## src/timer_match_pkg.sv

```systemverilog
// Constants, register map and carrier types for the compare-match timer block
package timer_match_pkg;

  // ----------------------------------------
  // Register indices (byte address is index times four)
  // ----------------------------------------
  localparam logic [15:0] IDX_CONTROL = 16'hfed0;
  localparam logic [15:0] IDX_FLAGS = 16'hfed2;
  localparam logic [15:0] IDX_CONST_B = 16'hfed3;
  localparam logic [15:0] IDX_CONST_A = 16'hfed4;
  localparam logic [15:0] IDX_COUNT = 16'hfed5;
  localparam logic [15:0] IDX_IRQ_STATUS = 16'hfed6;
  localparam logic [15:0] IDX_IRQ_MASK = 16'hfed7;
  localparam int ADDR_W = 18;

  // ----------------------------------------
  // Field positions
  // ----------------------------------------
  localparam int BIT_MATCH_B_IRQ_ENABLE = 7;
  localparam int BIT_MATCH_A_IRQ_ENABLE = 6;
  localparam int BIT_WRAP_IRQ_ENABLE = 5;
  localparam int BIT_COUNT_ENABLE = 0;
  localparam int BIT_FLAG_LOW = 5;
  localparam int BIT_FLAGS_ONE = 4;
  localparam int EVENTS = 3;

  // ----------------------------------------
  // Reset values and counts
  // ----------------------------------------
  localparam logic [7:0] RESET_CONTROL = 8'h00;
  localparam logic [7:0] RESET_CONST = 8'hff;
  localparam logic [7:0] RESET_COUNT = 8'h00;
  localparam logic [3:0] RESET_PIN_SELECT = 4'h0;
  localparam logic [7:0] COUNT_TOP = 8'hff;
  localparam int TICK_DIV = 8;

  // ----------------------------------------
  // Bus answers and pin actions
  // ----------------------------------------
  localparam logic [1:0] RESP_OKAY = 2'b00;
  localparam logic [1:0] RESP_DECERR = 2'b11;

  typedef enum logic [1:0] {
    PIN_KEEP = 2'b00,
    PIN_LOW = 2'b01,
    PIN_HIGH = 2'b10,
    PIN_TOGGLE = 2'b11
  } pin_action_t;

  // ----------------------------------------
  // Carriers
  // ----------------------------------------
  typedef struct packed {
    logic [15:0] idx;
    logic [31:0] data;
    logic [3:0] strb;
  } reg_write_t;

  typedef struct packed {
    logic b;
    logic a;
    logic wrap;
  } timer_events_t;

endpackage

```

## src/timer_compare_match_status.sv

```systemverilog
// Eight-bit timer with compare-match flags, pin actions and AXI4-Lite registers
`timescale 1ns/100ps
module timer_compare_match_status
  import timer_match_pkg::*;
#(
  parameter int TICK_DIVIDE = TICK_DIV
)
(
  // Clock and reset
  input wire logic i_mclk,
  input wire logic i_reset,
  // AXI4-Lite write
  input wire logic [ADDR_W-1:0] i_awaddr,
  input wire logic i_awvalid,
  output logic o_awready,
  input wire logic [31:0] i_wdata,
  input wire logic [3:0] i_wstrb,
  input wire logic i_wvalid,
  output logic o_wready,
  output logic [1:0] o_bresp,
  output logic o_bvalid,
  input wire logic i_bready,
  // AXI4-Lite read
  input wire logic [ADDR_W-1:0] i_araddr,
  input wire logic i_arvalid,
  output logic o_arready,
  output logic [31:0] o_rdata,
  output logic [1:0] o_rresp,
  output logic o_rvalid,
  input wire logic i_rready,
  // Transfer controller service
  input wire logic i_served_a,
  input wire logic i_served_b,
  output logic o_match_a_request,
  output logic o_match_b_request,
  output logic o_wrap_request,
  // Interrupt and pin
  output logic o_irq,
  output logic o_timer_pin,
  output logic o_timer_pin_enable
);

  // ----------------------------------------
  // Bus front end
  // ----------------------------------------
  reg_write_t wr;
  logic wr_go;
  logic rd_go;
  logic [15:0] rd_idx;
  logic wr_hit;
  logic rd_hit;
  logic [7:0] rd_data;

  axil_reg_port u_port (
    .i_mclk(i_mclk),
    .i_reset(i_reset),
    .i_awaddr(i_awaddr),
    .i_awvalid(i_awvalid),
    .o_awready(o_awready),
    .i_wdata(i_wdata),
    .i_wstrb(i_wstrb),
    .i_wvalid(i_wvalid),
    .o_wready(o_wready),
    .o_bresp(o_bresp),
    .o_bvalid(o_bvalid),
    .i_bready(i_bready),
    .i_araddr(i_araddr),
    .i_arvalid(i_arvalid),
    .o_arready(o_arready),
    .o_rdata(o_rdata),
    .o_rresp(o_rresp),
    .o_rvalid(o_rvalid),
    .i_rready(i_rready),
    .o_wr(wr),
    .o_wr_go(wr_go),
    .i_wr_hit(wr_hit),
    .o_rd_idx(rd_idx),
    .o_rd_go(rd_go),
    .i_rd_hit(rd_hit),
    .i_rd_data(rd_data)
  );

  // ----------------------------------------
  // Registers
  // ----------------------------------------
  logic [7:0] control;
  logic [7:0] const_a;
  logic [7:0] const_b;
  logic [7:0] count_value;
  logic [3:0] pin_select;
  logic [EVENTS-1:0] flags;
  logic [EVENTS-1:0] armed;
  logic [EVENTS-1:0] irq_status;
  logic [EVENTS-1:0] irq_mask;

  // ----------------------------------------
  // Decode
  // ----------------------------------------
  function automatic logic known(input logic [15:0] idx);
    known = (idx == IDX_CONTROL) || (idx == IDX_FLAGS) || (idx == IDX_CONST_B) ||
            (idx == IDX_CONST_A) || (idx == IDX_COUNT) || (idx == IDX_IRQ_STATUS) ||
            (idx == IDX_IRQ_MASK);
  endfunction

  // Only byte lane 0 carries the 8-bit registers; other lanes are dropped
  wire lane0 = wr_go & wr.strb[0];
  wire wr_control = lane0 & (wr.idx == IDX_CONTROL);
  wire wr_flags = lane0 & (wr.idx == IDX_FLAGS);
  wire wr_const_b = lane0 & (wr.idx == IDX_CONST_B);
  wire wr_const_a = lane0 & (wr.idx == IDX_CONST_A);
  wire wr_count = lane0 & (wr.idx == IDX_COUNT);
  wire wr_mask = lane0 & (wr.idx == IDX_IRQ_MASK);
  wire rd_flags = rd_go & (rd_idx == IDX_FLAGS);
  wire rd_status = rd_go & (rd_idx == IDX_IRQ_STATUS);
  assign wr_hit = known(wr.idx);
  assign rd_hit = known(rd_idx);

  wire [7:0] flags_view = {flags, 1'b1, pin_select};
  assign rd_data = (rd_idx == IDX_CONTROL) ? control :
                   (rd_idx == IDX_FLAGS) ? flags_view :
                   (rd_idx == IDX_CONST_B) ? const_b :
                   (rd_idx == IDX_CONST_A) ? const_a :
                   (rd_idx == IDX_COUNT) ? count_value :
                   (rd_idx == IDX_IRQ_STATUS) ? {5'h00, irq_status} :
                   (rd_idx == IDX_IRQ_MASK) ? {5'h00, irq_mask} : 8'h00;

  // ----------------------------------------
  // Count tick divider
  // ----------------------------------------
  localparam int DIV_W = (TICK_DIVIDE > 1) ? $clog2(TICK_DIVIDE) : 1;
  localparam logic [DIV_W-1:0] DIV_LAST = DIV_W'(TICK_DIVIDE - 1);
  logic [DIV_W-1:0] div_count;
  wire count_on = control[BIT_COUNT_ENABLE];
  wire tick = count_on & (div_count == DIV_LAST);

  always_ff @(posedge i_mclk or posedge i_reset) begin
    if (i_reset) begin
      div_count <= '0;
    end else if (!count_on || tick) begin
      div_count <= '0;
    end else begin
      div_count <= div_count + 1'b1;
    end
  end

  // ----------------------------------------
  // Counter and compare
  // ----------------------------------------
  // A software write to the count takes the tick's place and raises no event
  wire advance = tick & ~wr_count;
  wire [7:0] next_count = count_value + 8'h01;
  wire hit_a = advance & (next_count == const_a);
  wire hit_b = advance & (next_count == const_b);
  wire hit_wrap = advance & (count_value == COUNT_TOP);
  timer_events_t ev;
  assign ev = '{b: hit_b, a: hit_a, wrap: hit_wrap};

  always_ff @(posedge i_mclk or posedge i_reset) begin
    if (i_reset) begin
      count_value <= RESET_COUNT;
    end else if (wr_count) begin
      count_value <= wr.data[7:0];
    end else if (advance) begin
      count_value <= next_count;
    end
  end

  // ----------------------------------------
  // Software registers
  // ----------------------------------------
  always_ff @(posedge i_mclk or posedge i_reset) begin
    if (i_reset) begin
      control <= RESET_CONTROL;
      const_a <= RESET_CONST;
      const_b <= RESET_CONST;
      pin_select <= RESET_PIN_SELECT;
      irq_mask <= '0;
    end else begin
      if (wr_control) control <= wr.data[7:0];
      if (wr_const_a) const_a <= wr.data[7:0];
      if (wr_const_b) const_b <= wr.data[7:0];
      if (wr_flags) pin_select <= wr.data[3:0];
      if (wr_mask) irq_mask <= wr.data[EVENTS-1:0];
    end
  end

  // ----------------------------------------
  // Flags: set by events, cleared by read-1-then-write-0 or, for match A and B only, by service
  // ----------------------------------------
  wire [EVENTS-1:0] set_v = ev;
  wire [EVENTS-1:0] served_v = {i_served_b, i_served_a, 1'b0};
  logic [EVENTS-1:0] next_flags;
  logic [EVENTS-1:0] next_armed;

  genvar gi;
  generate
    for (gi = 0; gi < EVENTS; gi++) begin : g_flag
      // A written 1 is ignored; a 0 clears only a flag that was read as 1
      wire sw_clear = wr_flags & armed[gi] & ~wr.data[BIT_FLAG_LOW+gi];
      assign next_flags[gi] = set_v[gi] | (flags[gi] & ~(sw_clear | served_v[gi]));
      assign next_armed[gi] = rd_flags ? flags[gi] : (armed[gi] & ~wr_flags);
    end
  endgenerate

  always_ff @(posedge i_mclk or posedge i_reset) begin
    if (i_reset) begin
      flags <= '0;
      armed <= '0;
    end else begin
      flags <= next_flags;
      armed <= next_armed;
    end
  end

  // ----------------------------------------
  // Interrupt status and requests
  // ----------------------------------------
  // A read clears the status, but an event in that same cycle survives
  wire [EVENTS-1:0] next_status = set_v | (irq_status & {EVENTS{~rd_status}});

  always_ff @(posedge i_mclk or posedge i_reset) begin
    if (i_reset) begin
      irq_status <= '0;
      o_irq <= 1'b0;
      o_match_a_request <= 1'b0;
      o_match_b_request <= 1'b0;
      o_wrap_request <= 1'b0;
    end else begin
      irq_status <= next_status;
      o_irq <= |(next_status & irq_mask);
      o_match_a_request <= next_flags[1] & control[BIT_MATCH_A_IRQ_ENABLE];
      o_match_b_request <= next_flags[2] & control[BIT_MATCH_B_IRQ_ENABLE];
      o_wrap_request <= next_flags[0] & control[BIT_WRAP_IRQ_ENABLE];
    end
  end

  // ----------------------------------------
  // Output pin
  // ----------------------------------------
  match_pin_drive u_pin (
    .i_mclk(i_mclk),
    .i_reset(i_reset),
    .i_hit_a(hit_a),
    .i_hit_b(hit_b),
    .i_select(pin_select),
    .o_pin(o_timer_pin),
    .o_pin_enable(o_timer_pin_enable)
  );

  // ----------------------------------------
  // Checks
  // ----------------------------------------
  // Each cause is sampled in one cycle and its effect checked at the next edge, except a_irq_level, which checks in the same cycle
  a_b_request_gate: assert property (@(posedge i_mclk) disable iff (i_reset)
    !control[BIT_MATCH_B_IRQ_ENABLE] |=> !o_match_b_request)
    else $error("match B request while disabled");
  a_b_request_pass: assert property (@(posedge i_mclk) disable iff (i_reset)
    (control[BIT_MATCH_B_IRQ_ENABLE] && flags[2] && !i_served_b && !wr_flags)
      |=> o_match_b_request) else $error("enabled match B request missing");
  a_a_request_gate: assert property (@(posedge i_mclk) disable iff (i_reset)
    !control[BIT_MATCH_A_IRQ_ENABLE] |=> !o_match_a_request)
    else $error("match A request while disabled");
  a_a_flag_set: assert property (@(posedge i_mclk) disable iff (i_reset)
    (advance && next_count == const_a) |=> flags[1])
    else $error("match A flag not set");
  a_b_flag_set: assert property (@(posedge i_mclk) disable iff (i_reset)
    (advance && next_count == const_b) |=> flags[2])
    else $error("match B flag not set");
  a_a_served_clear: assert property (@(posedge i_mclk) disable iff (i_reset)
    (flags[1] && i_served_a && !hit_a) |=> !flags[1])
    else $error("served A not cleared");
  a_b_served_clear: assert property (@(posedge i_mclk) disable iff (i_reset)
    (flags[2] && i_served_b && !hit_b) |=> !flags[2])
    else $error("served B not cleared");
  a_b_arm_read: assert property (@(posedge i_mclk) disable iff (i_reset)
    (rd_flags && flags[2]) |=> armed[2])
    else $error("match B flag read as 1 not armed");
  a_b_sw_clear: assert property (@(posedge i_mclk) disable iff (i_reset)
    (wr_flags && armed[2] && !wr.data[BIT_FLAG_LOW+2] && !hit_b) |=> !flags[2])
    else $error("match B read-then-clear failed");
  a_flag_one_write: assert property (@(posedge i_mclk) disable iff (i_reset)
    (wr_flags && wr.data[7:5] == 3'b111 && !i_served_a && !i_served_b)
      |=> flags == ($past(flags) | $past(set_v))) else $error("writing 1 changed a flag");
  a_b_const_load: assert property (@(posedge i_mclk) disable iff (i_reset)
    wr_const_b |=> const_b == $past(wr.data[7:0]))
    else $error("match constant B not written");
  a_count_write: assert property (@(posedge i_mclk) disable iff (i_reset)
    wr_count |=> count_value == $past(wr.data[7:0]))
    else $error("count value not written");
  a_count_hold: assert property (@(posedge i_mclk) disable iff (i_reset)
    (!count_on && !wr_count) |=> $stable(count_value))
    else $error("count moved while stopped");
  a_wrap_flag_set: assert property (@(posedge i_mclk) disable iff (i_reset)
    (advance && count_value == 8'hff) |=> (flags[0] && count_value == 8'h00))
    else $error("wrap flag not set on wrap");
  a_unarmed_keep: assert property (@(posedge i_mclk) disable iff (i_reset)
    (wr_flags && armed == 3'b000 && flags[0]) |=> flags[0])
    else $error("flag cleared without a prior read");
  a_status_read_clear: assert property (@(posedge i_mclk) disable iff (i_reset)
    (rd_status && set_v == 3'b000) |=> irq_status == 3'b000)
    else $error("status not cleared by read");
  a_irq_level: assert property (@(posedge i_mclk) disable iff (i_reset)
    $stable(irq_mask) |-> (o_irq == |(irq_status & irq_mask)))
    else $error("interrupt level wrong");

endmodule // timer_compare_match_status

```

## src/axil_reg_port.sv

```systemverilog
// AXI4-Lite slave front end that turns bus transfers into register strobes
`timescale 1ns/100ps
module axil_reg_port
  import timer_match_pkg::*;
(
  // Clock and reset
  input wire logic i_mclk,
  input wire logic i_reset,
  // Write channels
  input wire logic [ADDR_W-1:0] i_awaddr,
  input wire logic i_awvalid,
  output logic o_awready,
  input wire logic [31:0] i_wdata,
  input wire logic [3:0] i_wstrb,
  input wire logic i_wvalid,
  output logic o_wready,
  output logic [1:0] o_bresp,
  output logic o_bvalid,
  input wire logic i_bready,
  // Read channels
  input wire logic [ADDR_W-1:0] i_araddr,
  input wire logic i_arvalid,
  output logic o_arready,
  output logic [31:0] o_rdata,
  output logic [1:0] o_rresp,
  output logic o_rvalid,
  input wire logic i_rready,
  // Register side
  output reg_write_t o_wr,
  output logic o_wr_go,
  input wire logic i_wr_hit,
  output logic [15:0] o_rd_idx,
  output logic o_rd_go,
  input wire logic i_rd_hit,
  input wire logic [7:0] i_rd_data
);

  logic aw_got;
  logic w_got;
  logic ar_got;
  wire aw_take = i_awvalid & o_awready;
  wire w_take = i_wvalid & o_wready;
  wire ar_take = i_arvalid & o_arready;

  // Both halves of a write must be in hand before the register sees it
  assign o_wr_go = aw_got & w_got & ~o_bvalid;
  assign o_rd_go = ar_got & ~o_rvalid;

  always_ff @(posedge i_mclk or posedge i_reset) begin
    if (i_reset) begin
      o_awready <= 1'b1;
      o_wready <= 1'b1;
      aw_got <= 1'b0;
      w_got <= 1'b0;
      o_bvalid <= 1'b0;
      o_bresp <= RESP_OKAY;
      o_wr <= '0;
    end else begin
      if (aw_take) begin
        o_awready <= 1'b0;
        aw_got <= 1'b1;
        o_wr.idx <= i_awaddr[ADDR_W-1:2];
      end
      if (w_take) begin
        o_wready <= 1'b0;
        w_got <= 1'b1;
        o_wr.data <= i_wdata;
        o_wr.strb <= i_wstrb;
      end
      if (o_wr_go) begin
        aw_got <= 1'b0;
        w_got <= 1'b0;
        o_bvalid <= 1'b1;
        o_bresp <= i_wr_hit ? RESP_OKAY : RESP_DECERR;
      end
      if (o_bvalid && i_bready) begin
        o_bvalid <= 1'b0;
        o_awready <= 1'b1;
        o_wready <= 1'b1;
      end
    end
  end

  always_ff @(posedge i_mclk or posedge i_reset) begin
    if (i_reset) begin
      o_arready <= 1'b1;
      ar_got <= 1'b0;
      o_rvalid <= 1'b0;
      o_rresp <= RESP_OKAY;
      o_rdata <= '0;
      o_rd_idx <= '0;
    end else begin
      if (ar_take) begin
        o_arready <= 1'b0;
        ar_got <= 1'b1;
        o_rd_idx <= i_araddr[ADDR_W-1:2];
      end
      if (o_rd_go) begin
        ar_got <= 1'b0;
        o_rvalid <= 1'b1;
        o_rdata <= {24'h000000, i_rd_data};
        o_rresp <= i_rd_hit ? RESP_OKAY : RESP_DECERR;
      end
      if (o_rvalid && i_rready) begin
        o_rvalid <= 1'b0;
        o_arready <= 1'b1;
      end
    end
  end

endmodule // axil_reg_port

```

## src/match_pin_drive.sv

```systemverilog
// Timer output pin driven by compare-match A and B actions
`timescale 1ns/100ps
module match_pin_drive
  import timer_match_pkg::*;
(
  // Clock and reset
  input wire logic i_mclk,
  input wire logic i_reset,
  // Match events and action select
  input wire logic i_hit_a,
  input wire logic i_hit_b,
  input wire logic [3:0] i_select,
  // Pin
  output logic o_pin,
  output logic o_pin_enable
);

  wire pin_action_t action_a = pin_action_t'(i_select[1:0]);
  wire pin_action_t action_b = pin_action_t'(i_select[3:2]);
  wire out_on = |i_select;

  function automatic logic apply(input pin_action_t act, input logic cur);
    unique case (act)
      PIN_KEEP: apply = cur;
      PIN_LOW: apply = 1'b0;
      PIN_HIGH: apply = 1'b1;
      PIN_TOGGLE: apply = ~cur;
    endcase
  endfunction

  // A coincident match A takes the pin; match B acts only on its own
  wire after_b = i_hit_b ? apply(action_b, o_pin) : o_pin;
  wire next_pin = i_hit_a ? apply(action_a, o_pin) : after_b;

  always_ff @(posedge i_mclk or posedge i_reset) begin
    if (i_reset) begin
      o_pin <= 1'b0;
      o_pin_enable <= 1'b0;
    end else begin
      o_pin_enable <= out_on;
      if (out_on) begin
        o_pin <= next_pin;
      end
    end
  end

  a_pin_idle_hold: assert property (@(posedge i_mclk) disable iff (i_reset)
    (i_select == 4'h0) |=> $stable(o_pin)) else $error("pin moved while disabled");
  a_b_toggle_pin: assert property (@(posedge i_mclk) disable iff (i_reset)
    (i_hit_b && !i_hit_a && i_select[3:2] == 2'b11) |=> (o_pin != $past(o_pin)))
    else $error("match B toggle missed");
  a_b_low_pin: assert property (@(posedge i_mclk) disable iff (i_reset)
    (i_hit_b && !i_hit_a && i_select[3:2] == 2'b01) |=> !o_pin)
    else $error("match B drive low missed");
  a_a_high_pin: assert property (@(posedge i_mclk) disable iff (i_reset)
    (i_hit_a && i_select[1:0] == 2'b10) |=> o_pin)
    else $error("match A drive high missed");

endmodule // match_pin_drive

```

## config.mk

```make
export PLATFORM = sky130hd
export DESIGN_NAME = timer_compare_match_status
export DESIGN_NICKNAME = d
export VERILOG_FILES = /design/src/timer_match_pkg.sv /design/src/timer_compare_match_status.sv /design/src/axil_reg_port.sv /design/src/match_pin_drive.sv
export SDC_FILE = /design/constraint.sdc
export NUM_CORES = 1
export LEC_CHECK = 0
export BUFFER_PORTS_ARGS = -buffer_cell sky130_fd_sc_hd__clkbuf_2
export CORE_MARGIN = 8
export CORE_UTILIZATION = 55
export CTS_BUF_LIST = sky130_fd_sc_hd__clkbuf_2 sky130_fd_sc_hd__clkbuf_4 sky130_fd_sc_hd__clkbuf_8
export CTS_CLUSTER_SIZE = 10
export DETAILED_ROUTE_END_ITERATION = 12
export PLACE_DENSITY = 0.84
export SLEW_MARGIN = 10
export SYNTH_ARGS = -nofsm -noshare
export SYNTH_HDL_FRONTEND = slang
export SYNTH_SLANG_ARGS = --single-unit
```

## constraint.sdc

```tcl
create_clock -name i_mclk -period 5.3 [get_ports i_mclk]
set_input_delay 0.265 -clock i_mclk [delete_from_list [all_inputs] [get_ports i_mclk]]
set_output_delay 0.265 -clock i_mclk [all_outputs]
set_load 0.02 [all_outputs]
```

After elaboration in Yosys (flattened, before gate mapping). Index checks and enable logic that the tools add are counted.

Add/subtract/negate cells: 2. Eq/ne operators: 26. Mux-type cells: 35. Bitwise logic cells: 55. Reduce and logical (&&, ||, !) cells: 31.

Operators by type and width (number): equality test 16 bit, second input constant (14); two-way mux 8 bit (7); bitwise AND 1 bit (35); two-way mux 1 bit (21); nonzero test 2 bit (10); equality test 8 bit (2); logical OR 1 bit (13); inverter 1 bit (12); two-way mux 3 bit (3); adder 8 x 1 -> 8 bit, second input constant (1); equality test 2 bit, second input constant (4); equality test 8 bit, second input constant (1); bitwise AND 3 bit (2); case mux 1 bit (3 select lines) (2); OR 1 bit (5); equality test 2 x 1 -> 1 bit, second input constant (2); zero test 2 bit (2); two-way mux 2 bit (2); AND reduction 4 bit (1); OR reduction 4 bit (1); adder 3 x 1 -> 3 bit, second input constant (1); equality test 3 bit, second input constant (1); OR 3 bit (1); OR reduction 3 bit (1); other kinds (4) (5).

Register bits: 118. Input bits: 81. Output and inout bits: 47. Word-level logic and storage cells: 180.

Depth between registers and ports, before layout. Gate-level depths: netlist of the first run.

Depth in word-level cells: 11. Depth in mapped cells: 9. Mapped depth without buffers: 8.

Cells and area by module. Synthesis of the first run repeated with hierarchy kept, for this count alone.

Cells, all modules: 552. Area total of the unflattened synthesis: 6967.9 µm².

By module, submodules not included: axil_reg_port (instances 1, cells an instance 224, area each 3552.2 µm², seq. area each 2155.8 µm²); timer_compare_match_status (instances 1, cells an instance 317, area each 3301.9 µm², seq. area each 1396.3 µm²); match_pin_drive (instances 1, cells an instance 11, area each 113.9 µm², seq. area each 50.0 µm²).

Least setup slack after synthesis of the first run. Ideal clock, no wire load.

Path type: reg-to-reg. Start point: reg count_value[1]. End point: reg u_pin.o_pin. Library setup time: 131 ps. Arrival time: 2010 ps. Required time: 5169 ps. Path slack: 3160 ps. Cell stages (with the launch flop): 10. Path buffers: 1. Cell sequence: dfrtp_1 ha_1 buf_2 nand3_1 nor3_1 nor4_1 nand3_1 or4_1 mux2i_1 o211ai_1.

Word-level cells in the longest chain between the ends: 5.

Ends and longest elaborated chain: from (decl) (RTL line timer_compare_match_status.sv:89) `logic [7:0] count_value;`; from (signal assigned) (RTL line timer_compare_match_status.sv:162) `count_value <= wr.data[7:0];`; from (signal assigned) (RTL line timer_compare_match_status.sv:164) `count_value <= next_count;`; adder 8 x 1 -> 8 bit * (RTL line timer_compare_match_status.sv:151) `wire [7:0] next_count = count_value + 8'h01;`; equality test 8 bit, on equally long branches (RTL line timer_compare_match_status.sv:152, timer_compare_match_status.sv:153); bitwise AND 1 bit, on equally long branches (RTL line timer_compare_match_status.sv:152, timer_compare_match_status.sv:153); inequality test 2 bit (no line) (tied with other cells); AND reduction 4 bit (no line); to (signal assigned) (RTL line match_pin_drive.sv:42) `o_pin <= next_pin;`; to (decl) (RTL line match_pin_drive.sv:14) `output logic o_pin,`.

Every way passes the cells marked *; elsewhere a longest branch is shown, timed or not. A chain may end at the register's enable or synchronous reset.

Final worst setup path of the first run.
Start point: reg count_value[0]. End point: reg o_match_a_request.

Word-level cells in the longest chain between the ends: 5.

Ends and longest elaborated chain: adder 8 x 1 -> 8 bit (RTL line timer_compare_match_status.sv:151); equality test 8 bit (RTL line timer_compare_match_status.sv:152) `wire hit_a = advance & (next_count == const_a);`; bitwise AND 1 bit (RTL line timer_compare_match_status.sv:152); OR 1 bit (RTL line timer_compare_match_status.sv:200) `assign next_flags[gi] = set_v[gi] | (flags[gi] & ~(sw_clear | served_v[gi]));`; bitwise AND 1 bit (RTL line timer_compare_match_status.sv:231) `o_match_a_request <= next_flags[1] & control[BIT_MATCH_A_IRQ_ENABLE];`; to (signal assigned) (RTL line timer_compare_match_status.sv:231); to (decl) (RTL line timer_compare_match_status.sv:34) `output logic o_match_a_request,`.

Every way passes these cells.

==> results of run 1 <==
[final timing paths]
kind / end / startpoint / cells after the start / slack [ns]
max: o_match_a_request / count_value[0] / 6 / 2.52
min: u_port.o_wready / i_wvalid / 2 / 0.02
max reg2reg: o_match_a_request / count_value[0] / 6 / 2.52
min reg2reg: div_count[0] / div_count[0] / 1 / 0.46
max in group asynchronous: div_count[0] / i_reset / 4 / 3.64
min in group asynchronous: u_port.o_rd_idx[5] / i_reset / 3 / 0.51
[stage by stage]
stage / setup slack, ns / total power [mW] / cells / hold WS (ns) / util
floorplan: 1.99 / 1.70 / 536 / 0.328 / -
global placement: 2.66 / 1.82 / 693 / 0.421 / 0.591
detailed placement: 2.57 / 1.87 / 693 / 0.438 / 0.591
CTS: 2.49 / 2.77 / 726 / 0.00239 / 0.635
global route: 2.35 / 2.89 / 726 / 0.00399 / 0.635
finish: 2.52 / 2.76 / 726 / 0.0219 / 0.635
[metal layers]
layer	routed length [µm]	vias to the layer above	share of wire
met5	0	-	0
met4	299	0	0.023
met3	1090	30	0.082
met2	6520	182	0.49
met1	5330	2039	0.40
li1	-	1902	-
[kinds of logic after synthesis]
| logic type | after synthesis | share of synthesized area |
|---|---|---|
| flip-flops | 116 | 0.507 |
| AND/OR/NAND/NOR | 145 | 0.132 |
| buffers and inverters | 66 | 0.0640 |
| adder cells (fa/ha/maj) | 3 | 0.00651 |
| other | 1 | 0.000650 |
| XOR/XNOR | 27 | 0.0510 |
| multiplexers | 77 | 0.149 |
| AO/OA/AOI/OAI | 78 | 0.0889 |
[flip-flops by register name, summed over array words and instances (netlist names), 3 cells and up]
name             count
irq_mask             3
u_port.o_rd_idx     16
const_a              8
const_b              8
u_port.o_rdata       8
pin_select           4
u_port.o_wr         25
irq_status           3
count_value          8
control              8
flags                3
div_count            3
armed                3
[power groups by stage]
stage | logic (mW) | clock network (mW) | registers (mW)
5_1_grt | 0.578 | 0.956 | 1.36
6_report | 0.525 | 0.904 | 1.33
4_1_cts | 0.530 | 0.916 | 1.33
3_3_place_gp | 0.497 | 0 | 1.32
3_5_place_dp | 0.527 | 0 | 1.34
2_1_floorplan | 0.456 | 0 | 1.24
[critical path: stages, from the launching register on]
cell and delay (ns):
dfrtp_1 0.58, ha_1 0.42, nand3_1 0.27, nor2_2 0.23, xnor2_1 0.10, or4_1 0.72, a21boi_0 0.33
[cell usage in the layout (no fill, tap or decap), drive strengths merged, types with 4 or more instances in the layout]
cell	n
conb	24
clkinvlp	4
and3	5
bufinv	4
nand2	37
inv	18
nand3	11
o21ai	14
mux2i	4
a221oi	5
dfstp	19
nand4	7
mux2	73
nand3b	6
dfrtp	97
a21oi	23
a211oi	5
xnor2	15
nor3b	4
clkbuf	90
nor2b	8
nor3	9
xor2	9
nor2	33
a22oi	4
[layout make-up]
| class | count | area share |
|---|---|---|
| Clock inverter | 14 | 0.0305 |
| Sequential cell | 116 | 0.448 |
| Multi-Input combinational cell | 354 | 0.392 |
| Inverter | 14 | 0.00843 |
| Clock buffer | 18 | 0.0370 |
| Timing Repair Buffer | 74 | 0.0579 |
| Tap cell | 136 | 0.0261 |
==> metrics.md, run 1 <==
| Metric | Value |
|---|---|
| Synthesis-to-finish area growth | `13.2%` |
| Largest net degree at the start of global routing | `64` |
| First-pass GRT wire length | `21.6 mm` |
| Share of cells above drive strength 1 | `0.351` |
| Fillcell total | `818` |
| Post-synthesis cell count | `513` |
| Worst-margin pin slew | `0.967 ns` |
| Top_reg_cell synth | `dfrtp_1` |
| Diode count | `0` |
| Sequential share of the synthesized area | `0.507` |
| Grt peak-use layer | `met2` |
| Sequential Area | `2930 µm²` |
| Outcome | `finished, final reports clean` |
| Final worst path period need | `2.78 ns` |
| Clock Power Share | `0.327` |
| Power Dens Cells | `423 nW/µm²` |
| Hpwl dp | `9.78 mm` |
| DR pass1 iterations | `7` |
| Yosys top cell by area | `dfrtp_1` |
| Wire per inst | `18.2 µm` |
| Fin. max-slew vios | `0` |
| Post-synth EDFFs | `0` |
| # rows | `37` |
| Synth Register Bits | `116` |
| Placed instance area | `6080 µm²` |
| Setup Fix Bufs, Post-CTS | `0` |
| Unrepaired setup endpoints after global routing | `no` |
| Top cells by area, synth | `dfrtp_1, mux2_2, dfstp_2` |
| Syn Area/Cell | `11.2 µm²` |
| Synth top area share | `0.421` |
| Synth warn | `0` |
| Number of I/O pins | `128` |
| Worst min path class | `primary input to flip-flop` |
| Max-Cap Viols | `0` |
| Int Power | `1.86 mW` |
| Antenna Nets Post-Route | `0` |
| Max_slew headroom | `0.349` |
| Met2 GRT Util | `0.318` |
| Critical Path AT | `3.10 ns` |
| WP data required | `5.62 ns` |
| Initial antenna violation count | `0` |
| DR iter-0 viols | `215` |
| Total GRT Usage | `0.191` |
| Global placer's final weighted congestion | `0.880` |
| Drc violations | `0` |
| Mapped cell area | `5770 µm²` |
| Met3 global-route usage | `0.0676` |
| Port Buf Inserts | `72` |
| Peak VDD IR | `0.372 mV` |
| Resized Gates After CTS | `0` |
| Total CTS buffers | `17` |
| GRT overflow | `0` |
| TritonCTS clock tree | `done` |
| CTS sink count | `116` |
| NetSw | `0.902 mW` |
| Final Cycle Share | `0.524` |
| Switching Fraction | `0.327` |
| Gate power share | `0.190` |
| Most instantiated library cell after synthesis | `dfrtp_1` |
| Setup TNS | `0 ns` |
| Area of the multi-input gates | `2560 µm²` |
| Worst-Skew Late Latency | `0.44 ns` |
| Initial core utilization | `0.561` |
| Crit path max fanout | `8` |
| Via/cell ratio | `5.72` |
| Cell variety after synth | `62` |
| Asr flop ratio synth | `1.00` |
| Die area | `14,000 µm²` |
| Vias in the first global route | `4,359` |
| Routing usage on met1 | `0.222` |
| Die Span X | `118 µm` |
| Total number of vias | `4,153` |
| Core Area | `10,300 µm²` |
| Kind of critical path | `flip-flop to flip-flop` |
| Setup-failing EPs final | `0` |
| Post-synth top cells | `dfrtp_1, mux2_2, nand2_1` |
| Worst Setup End Kind | `flip-flop` |
| Final hold viol count | `0` |
| Clock Skew | `0.0145 ns` |
| Die Y | `118 µm` |
| Static leakage | `3.02 nW` |
| Clk buf depth | `2` |
| Wirelength, routed | `13.2 mm` |
| Layout Nets | `661` |
| Clk pin slew, worst setup/hold paths | `0.07 ns` |
| Fmax | `0.360 GHz` |
| Htree depth | `4` |
| CP Launch Type | `flip-flop` |
| Seq pwr share | `0.483` |
| Hold-fix buffers at CTS | `1` |
| Root buffer cell | `clkbuf_8` |
| Design area | `6530 µm²` |
Power figures use the tool's default switching activity.
==> inputs of run 2 (changes only) <==
Settings changed: CORE_UTILIZATION 55 to 51, PLACE_DENSITY 0.84 to 0.82.
Clock period 5.3 ns to 2.3 ns, I/O delays scaled along.
==> run 2 against run 1 <==
Against the previous run:
- die area rose by 6.8%
- largest power group unchanged
- final cell count rose by 12%
- utilization rose by 0.64 points
- flip-flop and latch count did not move
- worst setup slack got worse by 2.4 ns
- combinational power rose to 2.8 times the previous value
- register-to-register slack got worse by 2.4 ns
- critical endpoint is now u_pin.o_pin
- via count rose by 7.9%
==> metrics.md, run 2 (synthesis gave the netlist of run 1 again) <==
| Metric | Value |
|---|---|
| Vias in the first global route | `4,662 (+7.0%)` |
| Final hold viol count | `0 (unchanged)` |
| Post-route setup slack | `0.0899 ns (-2.43 ns)` |
| Peak VDD IR | `0.677 mV (+82%)` |
| Final worst path period need | `2.21 ns (-0.569 ns)` |
| Largest net degree at the start of global routing | `64 (unchanged)` |
| CTS sink count | `116 (unchanged)` |
| CP peak stage delay | `0.51 ns (-0.21 ns)` |
| Initial antenna violation count | `0 (unchanged)` |
| Htree depth | `4 (unchanged)` |
| Setup-failing EPs final | `0 (unchanged)` |
| Pre-CTS WS | `0.0296 ns (-2.54 ns)` |
| Leading registers by flop count | `u_port.o_wr (25), u_port.o_rd_idx (16)` |
| Core Area | `11,200 µm² (+9.2%)` |
| Clk pin slew, worst setup/hold paths | `0.07 ns (about the same)` |
| Port Buf Inserts | `72 (unchanged)` |
| Outcome | `finished, final reports clean` |
| Layout Nets | `742 (+12%)` |
| Fin util | `0.642 (+0.00644)` |
| Synthesis-to-finish area growth | `24.9%` |
| Total number of vias | `4,483 (+7.9%)` |
| Kind of critical path | `flip-flop to flip-flop` |
| Hpwl dp | `9.97 mm (+2.0%)` |
| Max FFs per register | `25 (unchanged)` |
| GRT overflow | `0 (unchanged)` |
| Clk buf depth | `2 (unchanged)` |
| Fmax | `0.452 GHz (+26%)` |
| Worst Setup End Kind | `flip-flop` |
| DR pass1 iterations | `5 (-2)` |
| Fillcell total | `823 (+0.61%)` |
| Worst-Skew Late Latency | `0.43 ns (about the same)` |
| Worst-margin pin slew | `0.764 ns (-0.204 ns)` |
| CP delay by family, top | `simple AND/OR/NAND/NOR gates` |
| Area of the multi-input gates | `2580 µm² (+0.83%)` |
| First-pass GRT wire length | `23.6 mm (+9.1%)` |
| Root buffer cell | `clkbuf_8` |
| Clock Skew | `0.0213 ns (+0.00681 ns)` |
| TritonCTS clock tree | `done` |
| DR iter-0 viols | `291 (+35%)` |
| Final Cycle Share | `0.961 (+0.437)` |
| Antenna Nets Post-Route | `0 (unchanged)` |
| Fin. max-slew vios | `0 (unchanged)` |
| Total CTS buffers | `17 (unchanged)` |
| Unrepaired setup endpoints after global routing | `no` |
| Global placer's final weighted congestion | `0.928 (+5.5%)` |
| Worst min path class | `primary input to asynchronous set/reset pin` |
| Die Y | `122 µm (+3.3%)` |
| Power Dens Cells | `849 nW/µm² (+100%)` |
| CP max stage cell | `or4_1` |
| Max_slew headroom | `0.491 (+0.142)` |
| Via/cell ratio | `5.51 (-3.7%)` |
| Worst-path cell chain | `buf_4, nand3_1, xnor2_1, nor4_1, nand3_1, or4_1, mux2i_1, o211ai_1` |
| CP Launch Type | `flip-flop` |
| CP bufs+invs | `1 (+1)` |
| Diode count | `0 (unchanged)` |
| Wire per inst | `18.0 µm (-1.3%)` |
| Die Span X | `122 µm (+3.3%)` |
| Biggest register | `u_port.o_wr` |
| Die area | `15,000 µm² (+6.8%)` |
| Setup TNS | `0 ns (unchanged)` |
| Share of cells above drive strength 1 | `0.358 (+0.00683)` |
| Initial core utilization | `0.514 (-0.0473)` |
| Most frequent cells in the layout | `dfrtp_1, mux2_2, clkbuf_2` |
| Number of I/O pins | `128 (unchanged)` |
| Most common cell after layout, fill and taps aside | `dfrtp_1` |
| Most used cell, CP | `nand3_1` |
| Drc violations | `0 (unchanged)` |
| # rows | `39 (+5.4%)` |
| WP data required | `2.60 ns (-3.02 ns)` |
| Max-Cap Viols | `0 (unchanged)` |
| Wirelength, routed | `14.7 mm (+11%)` |
| Sequential Area | `2930 µm² (unchanged)` |
| Critical Path AT | `2.51 ns (-0.59 ns)` |
| Static leakage | `3.34 nW (+11%)` |
| Crit path max fanout | `7 (-1)` |
| Total GRT Usage | `0.204 (+0.0124)` |
==> run 2: cell types whose count changed in the layout (fill, tap and decap cells not counted), sizes merged <==
cell	previous run	this run
dlygate4sd3	1	52
buf	1	31
bufinv	4	0
clkinv	2	5
clkinvlp	4	6
inv	18	17
==> run 2: worst reg2reg max path, stage by stage (launching register included) <==
cell,delay (ns)
dfrtp_1,0.40
buf_4,0.19
nand3_1,0.17
xnor2_1,0.18
nor4_1,0.25
nand3_1,0.16
or4_1,0.51
mux2i_1,0.14
o211ai_1,0.09
==> run 2: cell type report <==
type                            count  area share
Inverter                           14     0.00782
Clock inverter                     14      0.0146
Multi-Input combinational cell    354       0.358
Timing Repair Buffer              155       0.155
Sequential cell                   116       0.406
Tap cell                          143      0.0248
Clock buffer                       18      0.0335
==> run 2: layer usage <==
layer / share of wire / vias up / routed length, µm / track usage
met1: 0.38 / 2225 / 5630 / 0.233
li1: - / 2053 / - / -
met5: 0 / - / 0 / 0
met4: 0.017 / 0 / 246 / 0.0716
met3: 0.075 / 21 / 1100 / 0.0598
met2: 0.52 / 184 / 7690 / 0.357
==> run 2: worst paths after layout <==
check / startpoint / end / slack, ns / depth (start not counted)
setup / recovery: count_value[0] / u_pin.o_pin / 0.09 / 8
hold / removal: i_reset / o_match_a_request / 0.43 / 4
setup reg to reg: count_value[0] / u_pin.o_pin / 0.09 / 8
hold reg to reg: div_count[0] / div_count[0] / 0.44 / 1
max in group asynchronous: i_reset / count_value[6] / 1.31 / 4
min in group i_mclk: div_count[0] / div_count[0] / 0.44 / 1
==> run 2: stage by stage <==
step / total power, mW / area [µm²] / cells / hold WS [ns]
after floorplan: 3.91 / 5860 / 536 / 0.178
after global placement: 4.27 / 6310 / 730 / 0.297
after detailed placement: 4.37 / 6310 / 730 / 0.304
after CTS: 6.09 / 7180 / 814 / 0.421
after global routing: 6.40 / 7200 / 814 / 0.453
final: 6.11 / 7200 / 814 / 0.434
==> run 2: repair_timing <==
| action | in CTS | in global routing |
|---|---|---|
| setup endpoints to repair | 0 | 2 |
| gates resized for setup | 0 | 3 |
| hold endpoints to repair | 148 | 0 |
| setup buffers | 0 | 0 |
| hold buffers | 52 | 0 |
==> run 2: report_power, final <==
| group | switching (mW) | internal, mW |
|---|---|---|
| Sequential | 0.527 | 2.50 |
| Combinational | 0.745 | 0.710 |
| Clock | 0.865 | 0.763 |
==> inputs of run 3 (changes only) <==
Settings changed: GPL_TIMING_DRIVEN set to 0.
==> run 3 against run 2 <==
Against the previous run:
- critical path depth unchanged
- first-iteration DRC count decreased by 5.2%
- fmax decreased by 3.6%
- largest power group unchanged
- flip-flop and latch count unchanged
- clock power increased by 9.8%
- sequential share of layout area decreased by 1.9 points
- sequential power decreased by 2%
- die area unchanged
- via count increased by 4.7%
- final cell count increased by 4.1%
- largest cell class unchanged
- clock skew decreased by 0.0070 ns
- total power increased by 5.0%
==> metrics.md, run 3 (synthesis gave the netlist of run 1 again) <==
| Metric | Value |
|---|---|
| Outcome | `finished, final reports clean` |
| Gate power share | `0.258 (+0.020)` |
| Initial core utilization | `0.514 (unchanged)` |
| Switching Fraction | `0.342 (-0.00708)` |
| Initial antenna violation count | `0 (unchanged)` |
| Worst-margin pin slew | `0.649 ns (-0.114 ns)` |
| Int Power | `4.22 mW (+6.1%)` |
| NetSw | `2.20 mW (+2.9%)` |
| Layout Nets | `775 (+4.4%)` |
| Synthesis-to-finish area growth | `31.0%` |
| Hpwl dp | `10.5 mm (+5.6%)` |
| Drc violations | `0 (unchanged)` |
| Worst min path class | `primary input to asynchronous set/reset pin` |
| Vias in the first global route | `4,920 (+5.5%)` |
| GRT overflow | `0 (unchanged)` |
| Final worst path period need | `2.29 ns (+0.0832 ns)` |
| # rows | `39 (unchanged)` |
| Final Cycle Share | `0.997 (+0.0362)` |
| DR pass1 iterations | `4 (-1)` |
| Global placer's final weighted congestion | `0.889 (-4.2%)` |
| CP bufs+invs | `1 (unchanged)` |
| Worst-path cell chain | `buf_6, xor2_2, xnor2_2, nor4_2, nand3_1, or4_4, mux2i_1, o211ai_1` |
| Total CTS buffers | `17 (unchanged)` |
| Design area | `7560 µm² (+5.0%)` |
| Die Span X | `122 µm (unchanged)` |
| First-pass GRT wire length | `25.0 mm (+6.1%)` |
| Total power | `6.42 mW (+5.0%)` |
| DR iter-0 viols | `276 (-5.2%)` |
| Power Dens Cells | `849 nW/µm² (about the same)` |
| Port Buf Inserts | `72 (unchanged)` |
| Leading registers by flop count | `u_port.o_wr (25), u_port.o_rd_idx (16)` |
| CTS sink count | `116 (unchanged)` |
| Worst-Skew Late Latency | `0.45 ns (+0.02 ns)` |
| Crit path max fanout | `5 (-2)` |
| Final hold viol count | `0 (unchanged)` |
| Biggest register | `u_port.o_wr` |
| Via/cell ratio | `5.54 (+0.63%)` |
| Htree depth | `4 (unchanged)` |
| Share of cells above drive strength 1 | `0.391 (+0.0329)` |
| Critical Path AT | `2.61 ns (+0.10 ns)` |
| CP peak stage delay | `0.49 ns (-0.02 ns)` |
| Diode count | `0 (unchanged)` |
| Largest net degree at the start of global routing | `38 (-41%)` |
| Fin util | `0.673 (+0.0318)` |
| Kind of critical path | `flip-flop to flip-flop` |
| CP max stage cell | `or4_4` |
| Clk pin slew, worst setup/hold paths | `0.07 ns (about the same)` |
| Peak VDD IR | `0.820 mV (+21%)` |
| Max FFs per register | `25 (unchanged)` |
| Wirelength, routed | `16.0 mm (+9.4%)` |
| Max_slew headroom | `0.564 (+0.0727)` |
| Setup-failing EPs final | `0 (unchanged)` |
| Clk buf depth | `2 (unchanged)` |
| Worst Setup End Kind | `flip-flop` |
| Fin. max-slew vios | `0 (unchanged)` |
| WP data required | `2.61 ns (about the same)` |
| Wire per inst | `18.9 µm (+5.1%)` |
| Total number of vias | `4,694 (+4.7%)` |
| Static leakage | `3.54 nW (+6.0%)` |
| Most common cell after layout, fill and taps aside | `dfrtp_1` |
| TritonCTS clock tree | `done` |
| CP delay by family, top | `simple AND/OR/NAND/NOR gates` |
| Max-Cap Viols | `0 (unchanged)` |
| Root buffer cell | `clkbuf_8` |
| Core Area | `11,200 µm² (unchanged)` |
| Total GRT Usage | `0.220 (+0.0163)` |
| Placed instance area | `6460 µm² (+2.3%)` |
| Unrepaired setup endpoints after global routing | `yes` |
| Die Y | `122 µm (unchanged)` |
| Die area | `15,000 µm² (unchanged)` |
| Most frequent cells in the layout | `dfrtp_1, clkbuf_2, mux2_2` |
| Clock Power Share | `0.278 (+0.012)` |
| Number of I/O pins | `128 (unchanged)` |
| Fmax | `0.436 GHz (-3.6%)` |
| CP Launch Type | `flip-flop` |
| Clock Skew | `0.0143 ns (-0.00704 ns)` |
| Seq pwr share | `0.464 (-0.032)` |
| Antenna Nets Post-Route | `0 (unchanged)` |
## run 3: final cells by class
cell class | count | area [µm²]
Clock inverter | 10 | 80.1
Clock buffer | 22 | 297
Buffer | 50 | 327
Tap cell | 143 | 179
Fill cell | 831 | 3660
Sequential cell | 116 | 2930
Inverter | 14 | 56.3
Multi-Input combinational cell | 354 | 2670
Timing Repair Buffer | 138 | 1020
## run 3: per-layer routing
metal | part of all wire | up-vias | track usage
li1 | - | 2124 | -
met1 | 0.39 | 2323 | 0.250
met2 | 0.51 | 202 | 0.376
met3 | 0.072 | 45 | 0.0649
met4 | 0.034 | 0 | 0.104
met5 | 0 | - | 0
## run 3: power by group through the flow
stage | registers [mW] | clock network [mW] | logic [mW]
after floorplan | 2.86 | 0 | 1.05
after global placement | 2.93 | 0 | 1.42
after detailed placement | 2.97 | 0 | 1.49
after CTS | 2.94 | 1.80 | 1.59
after global routing | 3.03 | 1.90 | 1.77
final | 2.98 | 1.79 | 1.65
## run 3: worst min-delay path: cells and delay by family
kind	cells	cell delay, ns
buffers and inverters	3	0.98
## run 3: worst paths after layout
kind                                startpoint               to  slack (ns)  cells after the start
worst max-delay path            count_value[3]      u_pin.o_pin       0.007                      8
worst min-delay path                   i_reset  u_port.o_wr[48]        0.24                      3
worst max register to register  count_value[3]      u_pin.o_pin       0.007                      8
worst min register to register    div_count[0]     div_count[0]        0.45                      1
max in group asynchronous              i_reset       const_a[1]        1.23                      5
min in group i_mclk                   i_bready  u_port.o_bvalid        0.41                      3
## run 3: per-stage QoR
stage / setup TNS (ns) / hold slack [ns] / cells / setup slack (ns)
final: 0 / 0.238 / 847 / 0.00677
after floorplan: 0 / 0.178 / 536 / 0.160
after detailed placement: -1.35 / 0.152 / 754 / -0.311
after global placement: -1.29 / 0.296 / 751 / -0.286
after CTS: 0 / 0.224 / 837 / 0.0113
after global routing: -0.127 / 0.255 / 847 / -0.0739
## run 3: what timing repair did
action / in CTS / in global routing
hold buffers: 51 / 0
pin swaps: 1 / 12
cloned: 0 / 1
hold endpoints to repair: 73 / 0
setup endpoints to repair: 8 / 9
gates resized for setup: 12 / 22
setup buffers: 1 / 10
